$ cat src/hw/ifd_pkg.sv
// Shared constants for the instruction format decoder
package ifd_pkg;
   localparam int WORD_W = 14;
   localparam int FILE_W = 7;
   localparam int LIT_W = 11;
   localparam int CYC_W = 2;
   // Field positions
   localparam int DEST_BIT = 7;
   localparam int BITPOS_LSB = 7;
   localparam int PTR_OFS_BIT = 6;
   localparam int PTR_INC_BIT = 2;
   // Timing
   localparam int OSC_PER_CYCLE = 4;
   localparam logic [CYC_W-1:0] CYC_ONE = 2'h1;
   localparam logic [CYC_W-1:0] CYC_TWO = 2'h2;
   // Indirect access register addresses, one per pointer pair
   localparam logic [FILE_W-1:0] IND_ADDR0 = 7'h00;
   localparam logic [FILE_W-1:0] IND_ADDR1 = 7'h01;
   // Top-two-bit class codes
   localparam logic [1:0] TOP_MISC = 2'h0;
   localparam logic [1:0] TOP_BIT = 2'h1;
   localparam logic [1:0] TOP_JUMP = 2'h2;
   localparam logic [1:0] TOP_LIT = 2'h3;
   // Full 14-bit control words
   localparam logic [13:0] OP_RETURN = 14'h0008;
   localparam logic [13:0] OP_IRQ_RET = 14'h0009;
   localparam logic [13:0] OP_ACC_CALL = 14'h000A;
   localparam logic [13:0] OP_ACC_BRANCH = 14'h000B;
   // Six-bit opcodes (bits 13:8)
   localparam logic [5:0] OP6_DEC_SKIP = 6'h0B;
   localparam logic [5:0] OP6_INC_SKIP = 6'h0F;
   localparam logic [5:0] OP6_RET_LIT = 6'h34;
   localparam logic [5:0] OP6_PTR_OFS = 6'h3F;
   localparam logic [5:0] OP6_ADD_PTR = 6'h31;
   localparam logic [5:0] OP6_LSL = 6'h35;
   localparam logic [5:0] OP6_LSR = 6'h36;
   localparam logic [5:0] OP6_ASR = 6'h37;
   localparam logic [5:0] OP6_SUBB = 6'h3B;
   localparam logic [5:0] OP6_ADDC = 6'h3D;
   // Prefixes of other lengths (3 to 11 bits)
   localparam logic [4:0] OP5_REL_BRANCH = 5'h19;
   localparam logic [3:0] OP4_SKIP_CLR = 4'h6;
   localparam logic [3:0] OP4_SKIP_SET = 4'h7;
   localparam logic [2:0] OP3_CALL = 3'h4;
   localparam logic [2:0] OP3_JUMP = 3'h5;
   localparam logic [8:0] OP9_BANK = 9'h001;
   localparam logic [6:0] OP7_PAGE = 7'h63;
   localparam logic [6:0] OP7_CLEAR_W = 7'h02;
   localparam logic [10:0] OP11_PTR_INC = 11'h002;

   typedef enum logic [1:0]
   {
      IFD_CLS_BYTE = 2'b00,
      IFD_CLS_BIT = 2'b01,
      IFD_CLS_LIT = 2'b10
   } ifd_class_t;
endpackage

$ cat src/hw/ifd_decoder.sv
// Instruction word decoder with cycle count control
`timescale 1ns/1ps
module ifd_decoder
(
   input wire logic clock,
   input wire logic rst,
   input wire logic [13:0] instr_word,
   input wire logic instr_valid,
   input wire logic skip_taken,
   input wire logic [1:0] ptr_in_prog_mem,
   output logic word_taken,
   output logic instr_busy,
   output ifd_pkg::ifd_class_t instr_class,
   output logic [6:0] file_addr,
   output logic dest_is_file,
   output logic [2:0] bit_pos,
   output logic [10:0] literal,
   output logic ptr_select,
   output logic [1:0] pointer_update_mode,
   output logic indirect_access,
   output logic file_read_en,
   output logic file_write_en,
   output logic w_write_en,
   output logic [1:0] cycle_total,
   output logic [1:0] osc_phase,
   output logic cycle_end
);
   typedef enum logic [1:0]
   {
      IFD_ST_IDLE = 2'b00,
      IFD_ST_FIRST = 2'b01,
      IFD_ST_MORE = 2'b10
   } ifd_state_t;

   ifd_state_t state_q;
   logic [1:0] phase_w;
   logic cyc_end_w;
   logic [1:0] cyc_left_q;
   logic taken_q;
   logic is_skip_q;
   ifd_pkg::ifd_class_t class_q;
   logic [6:0] faddr_q;
   logic dest_q;
   logic [2:0] bpos_q;
   logic [10:0] lit_q;
   logic psel_q;
   logic [1:0] mode_q;
   logic ind_q;
   logic rd_q;
   logic wrf_q;
   logic wrw_q;
   logic [1:0] total_q;
   logic busy_q;
   logic skip_ext;
   logic accept;
   logic [1:0] base_cyc;
   logic ind_d;
   logic psel_d;
   logic extra_d;

   ifd_phase_gen u_phase
   (
      .clock(clock),
      .rst(rst),
      .phase(phase_w),
      .cycle_end(cyc_end_w)
   );

   function automatic ifd_pkg::ifd_class_t word_class(input logic [13:0] w);
      logic [5:0] op6;
      op6 = w[13:8];
      if (w[13:12] == ifd_pkg::TOP_BIT)
         word_class = ifd_pkg::IFD_CLS_BIT;
      else if (w[13:12] == ifd_pkg::TOP_MISC && w[11:7] != 5'h00)
         word_class = ifd_pkg::IFD_CLS_BYTE;
      else if (op6 == ifd_pkg::OP6_LSL || op6 == ifd_pkg::OP6_LSR ||
               op6 == ifd_pkg::OP6_ASR || op6 == ifd_pkg::OP6_SUBB ||
               op6 == ifd_pkg::OP6_ADDC)
         word_class = ifd_pkg::IFD_CLS_BYTE;
      else
         word_class = ifd_pkg::IFD_CLS_LIT;
   endfunction

   // Skip-capable words: bit tests and count-and-skip
   function automatic logic word_skips(input logic [13:0] w);
      word_skips = (w[13:10] == ifd_pkg::OP4_SKIP_CLR) ||
                   (w[13:10] == ifd_pkg::OP4_SKIP_SET) ||
                   (w[13:8] == ifd_pkg::OP6_DEC_SKIP) ||
                   (w[13:8] == ifd_pkg::OP6_INC_SKIP);
   endfunction

   // Pointer increment form carries the mode field
   function automatic logic word_ptr_inc(input logic [13:0] w);
      word_ptr_inc = (w[13:3] == ifd_pkg::OP11_PTR_INC);
   endfunction

   // Pointer offset forms carry n in bit 6
   function automatic logic word_ptr_ofs(input logic [13:0] w);
      word_ptr_ofs = (w[13:8] == ifd_pkg::OP6_PTR_OFS) ||
                     (w[13:7] == {ifd_pkg::OP6_ADD_PTR, 1'b0});
   endfunction

   function automatic logic [10:0] word_literal(input logic [13:0] w);
      if (w[13:12] == ifd_pkg::TOP_JUMP)
         word_literal = w[10:0];
      else if (w[13:7] == ifd_pkg::OP7_PAGE)
         word_literal = {4'h0, w[6:0]};
      else if (w[13:5] == ifd_pkg::OP9_BANK)
         word_literal = {6'h00, w[4:0]};
      else if (w[13:9] == ifd_pkg::OP5_REL_BRANCH)
         word_literal = {2'h0, w[8:0]};
      else if (word_ptr_ofs(w))
         word_literal = {5'h00, w[5:0]};
      else
         word_literal = {3'h0, w[7:0]};
   endfunction

   always_comb
   begin
      base_cyc = ifd_pkg::CYC_ONE;
      if (instr_word[13:11] == ifd_pkg::OP3_CALL || instr_word == ifd_pkg::OP_ACC_CALL)
         base_cyc = ifd_pkg::CYC_TWO;
      if (instr_word == ifd_pkg::OP_RETURN || instr_word == ifd_pkg::OP_IRQ_RET ||
          instr_word[13:8] == ifd_pkg::OP6_RET_LIT)
         base_cyc = ifd_pkg::CYC_TWO;
      if (instr_word[13:11] == ifd_pkg::OP3_JUMP || instr_word == ifd_pkg::OP_ACC_BRANCH ||
          instr_word[13:9] == ifd_pkg::OP5_REL_BRANCH)
         base_cyc = ifd_pkg::CYC_TWO;
   end

   // pointer pair from n field or from the indirect address
   always_comb
   begin
      ind_d = 1'b0;
      psel_d = instr_word[0];
      if (word_ptr_inc(instr_word))
      begin
         ind_d = 1'b1;
         psel_d = instr_word[ifd_pkg::PTR_INC_BIT];
      end
      else if (instr_word[13:8] == ifd_pkg::OP6_PTR_OFS)
      begin
         ind_d = 1'b1;
         psel_d = instr_word[ifd_pkg::PTR_OFS_BIT];
      end
      else if (word_ptr_ofs(instr_word))
         psel_d = instr_word[ifd_pkg::PTR_OFS_BIT];
      else if (word_class(instr_word) != ifd_pkg::IFD_CLS_LIT &&
               instr_word[13:7] != ifd_pkg::OP7_CLEAR_W)
         ind_d = (instr_word[6:0] == ifd_pkg::IND_ADDR0) ||
                 (instr_word[6:0] == ifd_pkg::IND_ADDR1);
      // pointer into program memory costs a cycle
      extra_d = ind_d && ptr_in_prog_mem[psel_d];
   end

   // A taken skip keeps its flushed cycle, so no word may land there
   assign skip_ext = (state_q == IFD_ST_FIRST) && is_skip_q && skip_taken;
   assign accept = cyc_end_w && instr_valid &&
                   (state_q == IFD_ST_IDLE || (cyc_left_q == 2'h1 && !skip_ext));

   // Sequencer: a word is only taken on a cycle boundary
   always_ff @(posedge clock or posedge rst)
   begin
      if (rst)
      begin
         state_q <= IFD_ST_IDLE;
         cyc_left_q <= 2'h0;
         total_q <= 2'h0;
         busy_q <= 1'b0;
         taken_q <= 1'b0;
      end
      else
      begin
         taken_q <= accept;
         if (accept)
         begin
            state_q <= IFD_ST_FIRST;
            cyc_left_q <= base_cyc + {1'b0, extra_d};
            total_q <= base_cyc + {1'b0, extra_d};
            busy_q <= 1'b1;
         end
         else if (cyc_end_w)
         begin
            unique case (state_q)
               IFD_ST_IDLE:
               begin
                  state_q <= IFD_ST_IDLE;
               end
               IFD_ST_FIRST, IFD_ST_MORE:
               begin
                  // taken skip adds the flushed cycle
                  if (state_q == IFD_ST_FIRST && is_skip_q && skip_taken)
                  begin
                     state_q <= IFD_ST_MORE;
                     total_q <= total_q + 2'h1;
                  end
                  else if (cyc_left_q == 2'h1)
                  begin
                     state_q <= IFD_ST_IDLE;
                     busy_q <= 1'b0;
                     cyc_left_q <= 2'h0;
                  end
                  else
                  begin
                     state_q <= IFD_ST_MORE;
                     cyc_left_q <= cyc_left_q - 2'h1;
                  end
               end
               default:
               begin
                  state_q <= IFD_ST_IDLE;
                  busy_q <= 1'b0;
               end
            endcase
         end
      end
   end

   // Field capture; held stable for the whole instruction
   always_ff @(posedge clock or posedge rst)
   begin
      if (rst)
      begin
         class_q <= ifd_pkg::IFD_CLS_LIT;
         faddr_q <= 7'h00;
         dest_q <= 1'b0;
         bpos_q <= 3'h0;
         lit_q <= 11'h000;
         psel_q <= 1'b0;
         mode_q <= 2'h0;
         ind_q <= 1'b0;
         is_skip_q <= 1'b0;
      end
      else if (accept)
      begin
         class_q <= word_class(instr_word);
         faddr_q <= instr_word[6:0];
         dest_q <= instr_word[ifd_pkg::DEST_BIT];
         bpos_q <= instr_word[ifd_pkg::BITPOS_LSB +: 3];
         lit_q <= word_literal(instr_word);
         psel_q <= psel_d;
         mode_q <= word_ptr_inc(instr_word) ? instr_word[1:0] : 2'h0;
         ind_q <= ind_d;
         is_skip_q <= word_skips(instr_word);
      end
   end

   // Access enables; CLRW low bits unused so never looked at
   always_ff @(posedge clock or posedge rst)
   begin
      if (rst)
      begin
         rd_q <= 1'b0;
         wrf_q <= 1'b0;
         wrw_q <= 1'b0;
      end
      else if (accept)
      begin
         unique case (word_class(instr_word))
            ifd_pkg::IFD_CLS_BYTE:
            begin
               rd_q <= 1'b1;
               wrf_q <= instr_word[ifd_pkg::DEST_BIT];
               wrw_q <= !instr_word[ifd_pkg::DEST_BIT];
            end
            ifd_pkg::IFD_CLS_BIT:
            begin
               // set/clear rewrite the file; tests only read
               rd_q <= 1'b1;
               wrf_q <= !instr_word[11];
               wrw_q <= 1'b0;
            end
            default:
            begin
               rd_q <= 1'b0;
               wrf_q <= 1'b0;
               wrw_q <= 1'b0;
            end
         endcase
      end
      else if (state_q == IFD_ST_IDLE)
      begin
         rd_q <= 1'b0;
         wrf_q <= 1'b0;
         wrw_q <= 1'b0;
      end
   end

   assign word_taken = taken_q;
   assign instr_busy = busy_q;
   assign instr_class = class_q;
   assign file_addr = faddr_q;
   assign dest_is_file = dest_q;
   assign bit_pos = bpos_q;
   assign literal = lit_q;
   assign ptr_select = psel_q;
   assign pointer_update_mode = mode_q;
   assign indirect_access = ind_q;
   assign file_read_en = rd_q;
   assign file_write_en = wrf_q;
   assign w_write_en = wrw_q;
   assign cycle_total = total_q;
   assign osc_phase = phase_w;
   assign cycle_end = cyc_end_w;

   // Checks
   a_call_two: assert property (@(posedge clock) disable iff (rst)
      accept && instr_word[13:11] == ifd_pkg::OP3_CALL && !extra_d
      |=> total_q == 2'h2)
      else $error("call not two cycles");
   a_ret_two: assert property (@(posedge clock) disable iff (rst)
      accept && instr_word == ifd_pkg::OP_RETURN |=> total_q == 2'h2)
      else $error("return not two cycles");
   a_plain_one: assert property (@(posedge clock) disable iff (rst)
      accept && instr_word[13:8] == 6'h07 && instr_word[6:1] != 6'h00
      |=> total_q == 2'h1)
      else $error("plain byte op not one cycle");
   a_ind_extra: assert property (@(posedge clock) disable iff (rst)
      accept && instr_word[13:7] == 7'h0F && instr_word[6:0] == 7'h00 &&
      ptr_in_prog_mem[0] |=> total_q == 2'h2 && ind_q)
      else $error("indirect program access missing extra cycle");
   a_dest_w: assert property (@(posedge clock) disable iff (rst)
      accept && word_class(instr_word) == ifd_pkg::IFD_CLS_BYTE
      |=> rd_q && (wrw_q == !dest_q) && (wrf_q == dest_q))
      else $error("destination select wrong");
   a_bit_field: assert property (@(posedge clock) disable iff (rst)
      accept |=> bpos_q == $past(instr_word[9:7]) && faddr_q == $past(instr_word[6:0]))
      else $error("bit or file field wrong");
   a_skip_extend: assert property (@(posedge clock) disable iff (rst)
      cyc_end_w && state_q == IFD_ST_FIRST && is_skip_q && skip_taken && !accept
      |=> (instr_busy && state_q == IFD_ST_MORE) [*4])
      else $error("taken skip did not extend");
   a_take_boundary: assert property (@(posedge clock) disable iff (rst)
      word_taken |-> $past(cyc_end_w))
      else $error("word taken off boundary");
   a_clrw_same: assert property (@(posedge clock) disable iff (rst)
      accept && instr_word[13:2] == 12'h040 |=> wrw_q && !wrf_q)
      else $error("don't-care bits changed decode");
   a_bra_lit: assert property (@(posedge clock) disable iff (rst)
      accept && instr_word[13:9] == ifd_pkg::OP5_REL_BRANCH
      |=> lit_q == {2'h0, $past(instr_word[8:0])} && total_q == 2'h2)
      else $error("branch literal or count wrong");

   c_skip: cover property (@(posedge clock) disable iff (rst)
      state_q == IFD_ST_FIRST && is_skip_q && skip_taken && cyc_end_w);
   c_three: cover property (@(posedge clock) disable iff (rst) total_q == 2'h3);
   c_back: cover property (@(posedge clock) disable iff (rst)
      word_taken ##4 word_taken);
endmodule

$ cat src/hw/ifd_phase_gen.sv
// Four-phase instruction cycle generator
`timescale 1ns/1ps
module ifd_phase_gen
(
   input wire logic clock,
   input wire logic rst,
   output logic [1:0] phase,
   output logic cycle_end
);
   logic [1:0] phase_q;
   logic cycle_end_q;

   always_ff @(posedge clock or posedge rst)
   begin
      if (rst)
      begin
         phase_q <= 2'h0;
         cycle_end_q <= 1'b0;
      end
      else
      begin
         phase_q <= phase_q + 2'h1;
         cycle_end_q <= (phase_q == 2'(ifd_pkg::OSC_PER_CYCLE - 2));
      end
   end

   assign phase = phase_q;
   assign cycle_end = cycle_end_q;

   a_end_period: assert property (@(posedge clock) disable iff (rst)
      cycle_end |=> !cycle_end [*3] ##1 cycle_end)
      else $error("cycle end pulse not every four clocks");
endmodule

$ cat config.mk
export PLATFORM = sky130hd
export DESIGN_NAME = ifd_decoder
export DESIGN_NICKNAME = d
export VERILOG_FILES = /design/src/hw/ifd_pkg.sv /design/src/hw/ifd_decoder.sv /design/src/hw/ifd_phase_gen.sv
export SDC_FILE = /design/constraint.sdc
export NUM_CORES = 1
export LEC_CHECK = 0
export ABC_AREA = 1
export ABC_CLOCK_PERIOD_IN_PS = 3380
export CAP_MARGIN = 0
export CORE_ASPECT_RATIO = 1.25
export CORE_MARGIN = 5
export CORE_UTILIZATION = 45
export DETAILED_ROUTE_END_ITERATION = 12
export DONT_BUFFER_PORTS = 1
export GPL_ROUTABILITY_DRIVEN = 0
export GPL_TIMING_DRIVEN = 0
export SETUP_SLACK_MARGIN = 0.1
export SLEW_MARGIN = 40
export SYNTH_ARGS = -nofsm -noshare
export SYNTH_HDL_FRONTEND = slang
export SYNTH_SLANG_ARGS = --single-unit
$ cat constraint.sdc
create_clock -name clock -period 3.38 [get_ports clock]
set_input_delay 0.676 -clock clock [delete_from_list [all_inputs] [get_ports clock]]
set_output_delay 0.676 -clock clock [all_outputs]
set_load 0.02 [all_outputs]
### Yosys cells after proc, flatten, opt, wreduce, memory -nomap -nowiden

Index checks and enable logic that the tools add are counted.

| cells by class | value |
|---|---|
| $add $sub $neg | 4 |
| magnitude comparators | 1 |
| eq/ne operators | 36 |
| mux-type cells | 51 |
| reductions and logical operators | 40 |

Operators with widths:

| kind | count |
|---|---|
| $eq 14x4->1 const B | 4 |
| $mux 2 | 25 |
| $eq 6x6->1 const B | 7 |
| $mux 9 | 3 |
| $mux 1 | 19 |
| $logic_or 1x1->1 | 15 |
| $eq 7x7->1 const B | 2 |
| $eq 6x4->1 const B | 2 |
| $eq 11x2->1 const B | 1 |
| $mux 11 | 1 |
| $eq 9x1->1 const B | 1 |
| $eq 2x1->1 const B | 4 |
| $eq 4x3->1 const B | 2 |
| $logic_and 1x1->1 | 8 |
| $mux 8 | 1 |
| $reduce_bool 2->1 | 4 |
| $eq 7x1->1 const B | 1 |
| $logic_not 7->1 | 1 |
| $ne 7x2->1 const B | 1 |
| $eq 2x2->1 const B | 3 |
| $eq 3x3->1 const B | 2 |
| $logic_not 2->1 | 3 |
| $ne 3x3->1 const B | 2 |
| $reduce_and 3->1 | 2 |
| other kinds (12) | 18 |

| storage, ports and cells | value |
|---|---|
| register bits after elaboration | 43 |
| input port bits | 20 |
| output and inout bits | 38 |

### Logic depth before layout (Yosys ltp)

| depth | value |
|---|---|
| depth in word-level cells | 20 |
| mapped depth | 15 |
| mapped depth without buffers | 14 |

### Modules after synthesis

Synthesis repeated with hierarchy kept, for this count alone.

| unflattened totals | value |
|---|---|
| cell total of the unflattened synthesis | 249 |
| area total of the unflattened synthesis | 1,959.4 um^2 |

By module, submodules not included:

| module | instances | cells an instance | area an instance (um^2) | seq. area each (um^2) |
|---|---|---|---|---|
| ifd_decoder | 1 | 242 | 1,860.5 | 852.1 |
| ifd_phase_gen | 1 | 7 | 98.8 | 75.1 |

### Worst setup path before layout

Ideal clock, no wire load.

| timing | value |
|---|---|
| path type | in2reg |
| start point | input instr_word[9] |
| end point | register total_q[1], in the netlist cycle_total[1] |
| arrival time | 1.905 ns |
| required time | 3.255 ns |
| setup slack | 1.351 ns |
| cell stages on the path | 14 |
| path buffers | 1 |
| path through | buf_6 > nor2_2 > nand2_2 > nor2_4 > nand2_1 > nand3_2 > nand2_2 > nor2_2 > nor2_1 > ha_1 > inv_1 > nand3_1 > nand3_1 > a21oi_1 |

| on the way | value |
|---|---|
| word-level cells in the longest chain between the ends | 20 |

Ends and longest elaborated chain:

| item | RTL line | RTL |
|---|---|---|
| start: declaration | ifd_decoder.sv:7 | `input wire logic [13:0] instr_word,` |
| $eq 6x6->1 | ifd_decoder.sv:76 | `else if (op6 == ifd_pkg::OP6_LSL \|\| op6 == ifd_pkg::OP6_LSR \|\|` |
| $logic_or 1x1->1 (2 in series) | ifd_decoder.sv:76 |  |
| $logic_or 1x1->1 (2 in series) | ifd_decoder.sv:77 | `op6 == ifd_pkg::OP6_ASR \|\| op6 == ifd_pkg::OP6_SUBB \|\|` |
| $mux 2 | ifd_decoder.sv:76 |  |
| $mux 2 | ifd_decoder.sv:74 | `else if (w[13:12] == ifd_pkg::TOP_MISC && w[11:7] != 5'h00)` |
| $mux 2 | ifd_decoder.sv:72 | `if (w[13:12] == ifd_pkg::TOP_BIT)` |
| $mux 2 | ifd_decoder.sv:146 | `else if (word_ptr_ofs(instr_word))` |
| $mux 2 | ifd_decoder.sv:141 | `else if (instr_word[13:8] == ifd_pkg::OP6_PTR_OFS)` |
| (+2 left out) | - |  |
| $logic_and 1x1->1 | ifd_decoder.sv:148 | `else if (word_class(instr_word) != ifd_pkg::IFD_CLS_LIT &&` |
| $mux 1 | ifd_decoder.sv:148 |  |
| $mux 1 | ifd_decoder.sv:146 |  |
| $mux 1 | ifd_decoder.sv:141 |  |
| $mux 1 | ifd_decoder.sv:136 | `if (word_ptr_inc(instr_word))` |
| $logic_and 1x1->1 | ifd_decoder.sv:153 | `extra_d = ind_d && ptr_in_prog_mem[psel_d];` |
| $add 2x1->2 * | ifd_decoder.sv:179 | `total_q <= base_cyc + {1'b0, extra_d};` |
| $mux 2 * | ifd_decoder.sv:175 | `if (accept)` |
| end signal: assignment | ifd_decoder.sv:179 |  |
| end signal: assignment | ifd_decoder.sv:195 | `total_q <= total_q + 2'h1;` |
| end: declaration | ifd_decoder.sv:52 | `logic [1:0] total_q;` |

Every way passes the cells marked *; elsewhere a longest branch is shown, timed or not. The select of a mux whose other input is x is not followed.
A chain may end at the register's enable or synchronous reset.

### Final worst setup path

Same ends and word-level chain as after synthesis.

==> results.txt <==
Slew @ Worst Pin -> 0.347 ns
Max Clock Skew -> 0.00741 ns
Gate power share -> 22.3%
Unrepaired setup endpoints after global routing -> false
IO Pins -> 58
Register share of total power -> 53.5%
Metal2 WL -> 2240 µm
Synthesis-to-layout area growth -> 10.8%
Worst path slowest cell -> ha_1
Largest cells by area after synthesis -> dfrtp_1 (45%), nand2_1 (12%), nand3_1 (6.0%), inv_1 (4.9%), nor2_1 (3.4%)
Max IR drop VDD -> 0.390 mV
Startpoint types -> input port
R2r setup slk -> 1.69 ns
Sw Pwr -> 0.620 mW
R2R Path Start -> state_q[0]$_DFFE_PP0P_
Area leader, netlist -> dfrtp_1
DRT Pass-1 Iters -> 4
Capturing point of the worst reg2reg path -> literal[6]$_DFFE_PP0P_
Die area -> 5910 µm²
Mapped Nets -> 273
Pre-CTS setup slack -> 1.08 ns
Top Layer Used -> met4
DRT Wirelength -> 4630 µm
Mapped Cells -> 248
Syn_area_per_cell -> 8.10 µm²
Max cap viols -> 0
Worst Reg-to-Reg Cells -> 8
Final Slew Violations -> 0
Htree depth -> 2
DR WL/cell -> 14.7 µm
# DRC -> 0
Hold Buf Count CTS -> 0
Routed Antenna Nets -> 0
Clock Sinks -> 37
Port Buf Inserts -> 0
Clock transition at path regs -> 0.07 ns
CTS tree -> built
Endpoint type of the worst setup path -> flop
Netlist cell types -> 29
Routed met3 length -> 374 µm
Antenna cells -> 0
Int Power -> 0.988 mW
Post-CTS setup buffer count -> 0
P per Cell Area -> 723 nW/µm²
Post-route cell area -> 2220 µm²
Root buffer cell -> clkbuf_8
Number of global-route vias before repair -> 1,666
TNS Setup -> 0 ns
Antenna violations before repair -> 0
Tmin final -> 1.98 ns
Die X -> 69.8 µm
Die height -> 84.7 µm
Critical path's top delay family -> simple AND/OR/NAND/NOR gates
Non-Filler Instances -> 315
Register area share after synthesis -> 46.2%
Seq cells post-synth -> 37
Fmax -> 506 MHz
Worst min path class -> in -> async
DP Wirelength -> 3630 µm
CTS buffer count -> 5
Largest net degree at the start of global routing -> 25
Drt initial violations -> 36
# nets final -> 281
Crit share post-route -> 58.5%
Largest stage delay, worst path -> 0.20 ns
Status -> completed
PnR Total Power -> 1.61 mW
Yosys top cell area share -> 44.9%
Crit path DAT -> 2.14 ns
Dpl cells -> 307
Crit-path max FO -> 8
Num rows -> 27
PnR worst setup slack -> 1.40 ns
Cell Area, Synth -> 2010 µm²
First-pass GRT wire length -> 7890 µm
Sw Share -> 38.5%
Initial core utilization -> 46.1%
Clock power frac -> 24.2%
Via density per instance -> 5.07
Buf/Inv on CP -> 2
Grt ovf -> 0
Hold Violations, Final -> 0
Setup Crit Path Kind -> in -> reg
Warnings, synthesis -> 0
Crit path cell chain -> buf_6 > nor2_2 > nand2_2 > o21ai_1 > nand3_1 > nand2_1 > nand2_1 > nand2_1 > nor2_1 > ha_1 > inv_1 > nand3_1 > nand3_1 > a21oi_1
Total GRT Usage -> 16.8%
Placed cell area -> 2110 µm²
Fraction of layout cells with a size suffix above 1 -> 19.1%
DRT met1 WL -> 1910 µm
Pleak -> 1.12 nW
Via count -> 1,597
Max-Slew Margin vs Limit -> 76.8%
Clk_lat worst skew -> 0.29 ns
CTS Buffer Depth -> 2
Final setup vio count -> 0
Core Footprint -> 4360 µm²
WP data required -> 3.55 ns
Post-CTS Resized -> 0
[worst max path at each step]
stage                        startpoint                    endpoint  slack [ns]  cells after the start
after floorplan           instr_word[9]  cycle_total[1]$_DFFE_PP0P_        1.35                     14
after global placement    instr_word[9]  cycle_total[1]$_DFFE_PP0P_        1.10                     14
after detailed placement  instr_word[9]  cycle_total[1]$_DFFE_PP0P_        1.08                     15
after CTS                 instr_word[9]  cycle_total[1]$_DFFE_PP0P_        1.38                     15
after global routing      instr_word[9]  cycle_total[1]$_DFFE_PP0P_        1.20                     15
final                     instr_word[9]  cycle_total[1]$_DFFE_PP0P_        1.40                     14
[cells by family (layout without fill, tap and decap cells)]
| logic type | Yosys count | in the layout | share of synthesized area (%) |
|---|---|---|---|
| buf+inv | 42 | 51 | 10.1 |
| fa+ha+maj | 5 | 5 | 3.12 |
| compound gates | 33 | 33 | 10.7 |
| flops | 37 | 37 | 46.2 |
| xor+xnor | 2 | 2 | 0.872 |
| simple gates | 129 | 129 | 29.1 |
[per-stage QoR]
stage	utilization [%]	hold slack [ns]
2_1_floorplan	-	0.494
3_3_place_gp	47.7	0.521
3_5_place_dp	48.4	0.528
4_1_cts	51.0	0.234
5_1_grt	51.0	0.247
6_report	51.0	0.239
[sequential cells by signal (all words and copies together), names as in the netlist, 2 cells and up]
name and count:
bit_pos 3, cyc_left_q 2, cycle_total 2, file_addr 7, instr_class 2, literal 6
pointer_update_mode 2, state_q 2, u_phase.phase 2
[cells in the mapped netlist]
cell and count:
nand2_1 65, dfrtp_1 36, inv_1 26, nand3_1 24, nor2_1 18, o21ai_0 11, o21ai_1 8, buf_4 7
nand2_2 7, nor2_2 7, ha_1 5, a21oi_1 4, inv_2 4, buf_2 3, nand3_2 3, o31ai_2 3
buf_6 2, nand4_1 2, o211ai_1 2, xnor2_1 2, a21boi_0 1, a21oi_4 1, a31oi_1 1, dfstp_2 1
nor2_4 1, nor3_1 1, nor4_1 1, o21a_1 1, o21ai_2 1
[layer usage]
layer / vias to the layer above / global-route usage, %
met2: 47 / 28.2
met5: - / 0
met1: 736 / 19.5
met4: 0 / 6.62
met3: 10 / 6.11
li1: 804 / -
[power by group through the flow]
stage	Clock [mW]	Combinational, mW	Sequential, mW
2_1_floorplan	0	0.313	0.838
3_5_place_dp	0	0.362	0.873
4_1_cts	0.408	0.364	0.866
6_report	0.389	0.358	0.860
5_1_grt	0.422	0.410	0.884
3_3_place_gp	0	0.348	0.871
[area by class of cell]
class	count	area [µm²]
Inverter	30	113
Clock inverter	1	30.0
Tap cell	58	72.6
Sequential cell	37	927
Fill cell	425	2130
Clock buffer	7	86.3
Timing Repair Buffer	1	27.5
Buffer	12	90.1
Multi-Input combinational cell	169	878
[cell usage in the layout (no fill, tap or decap), drive strengths merged]
cell	instances
ha	5
o21ai	20
xnor2	2
bufinv	1
dfstp	1
o21a	1
clkbuf	7
nor3	1
a21oi	5
nand4	2
nand2	72
dfrtp	36
a21boi	1
nor2	26
nand3	27
o31ai	3
inv	30
buf	13
o211ai	2
a31oi	1
nor4	1
(Power assumes the default switching activity.)
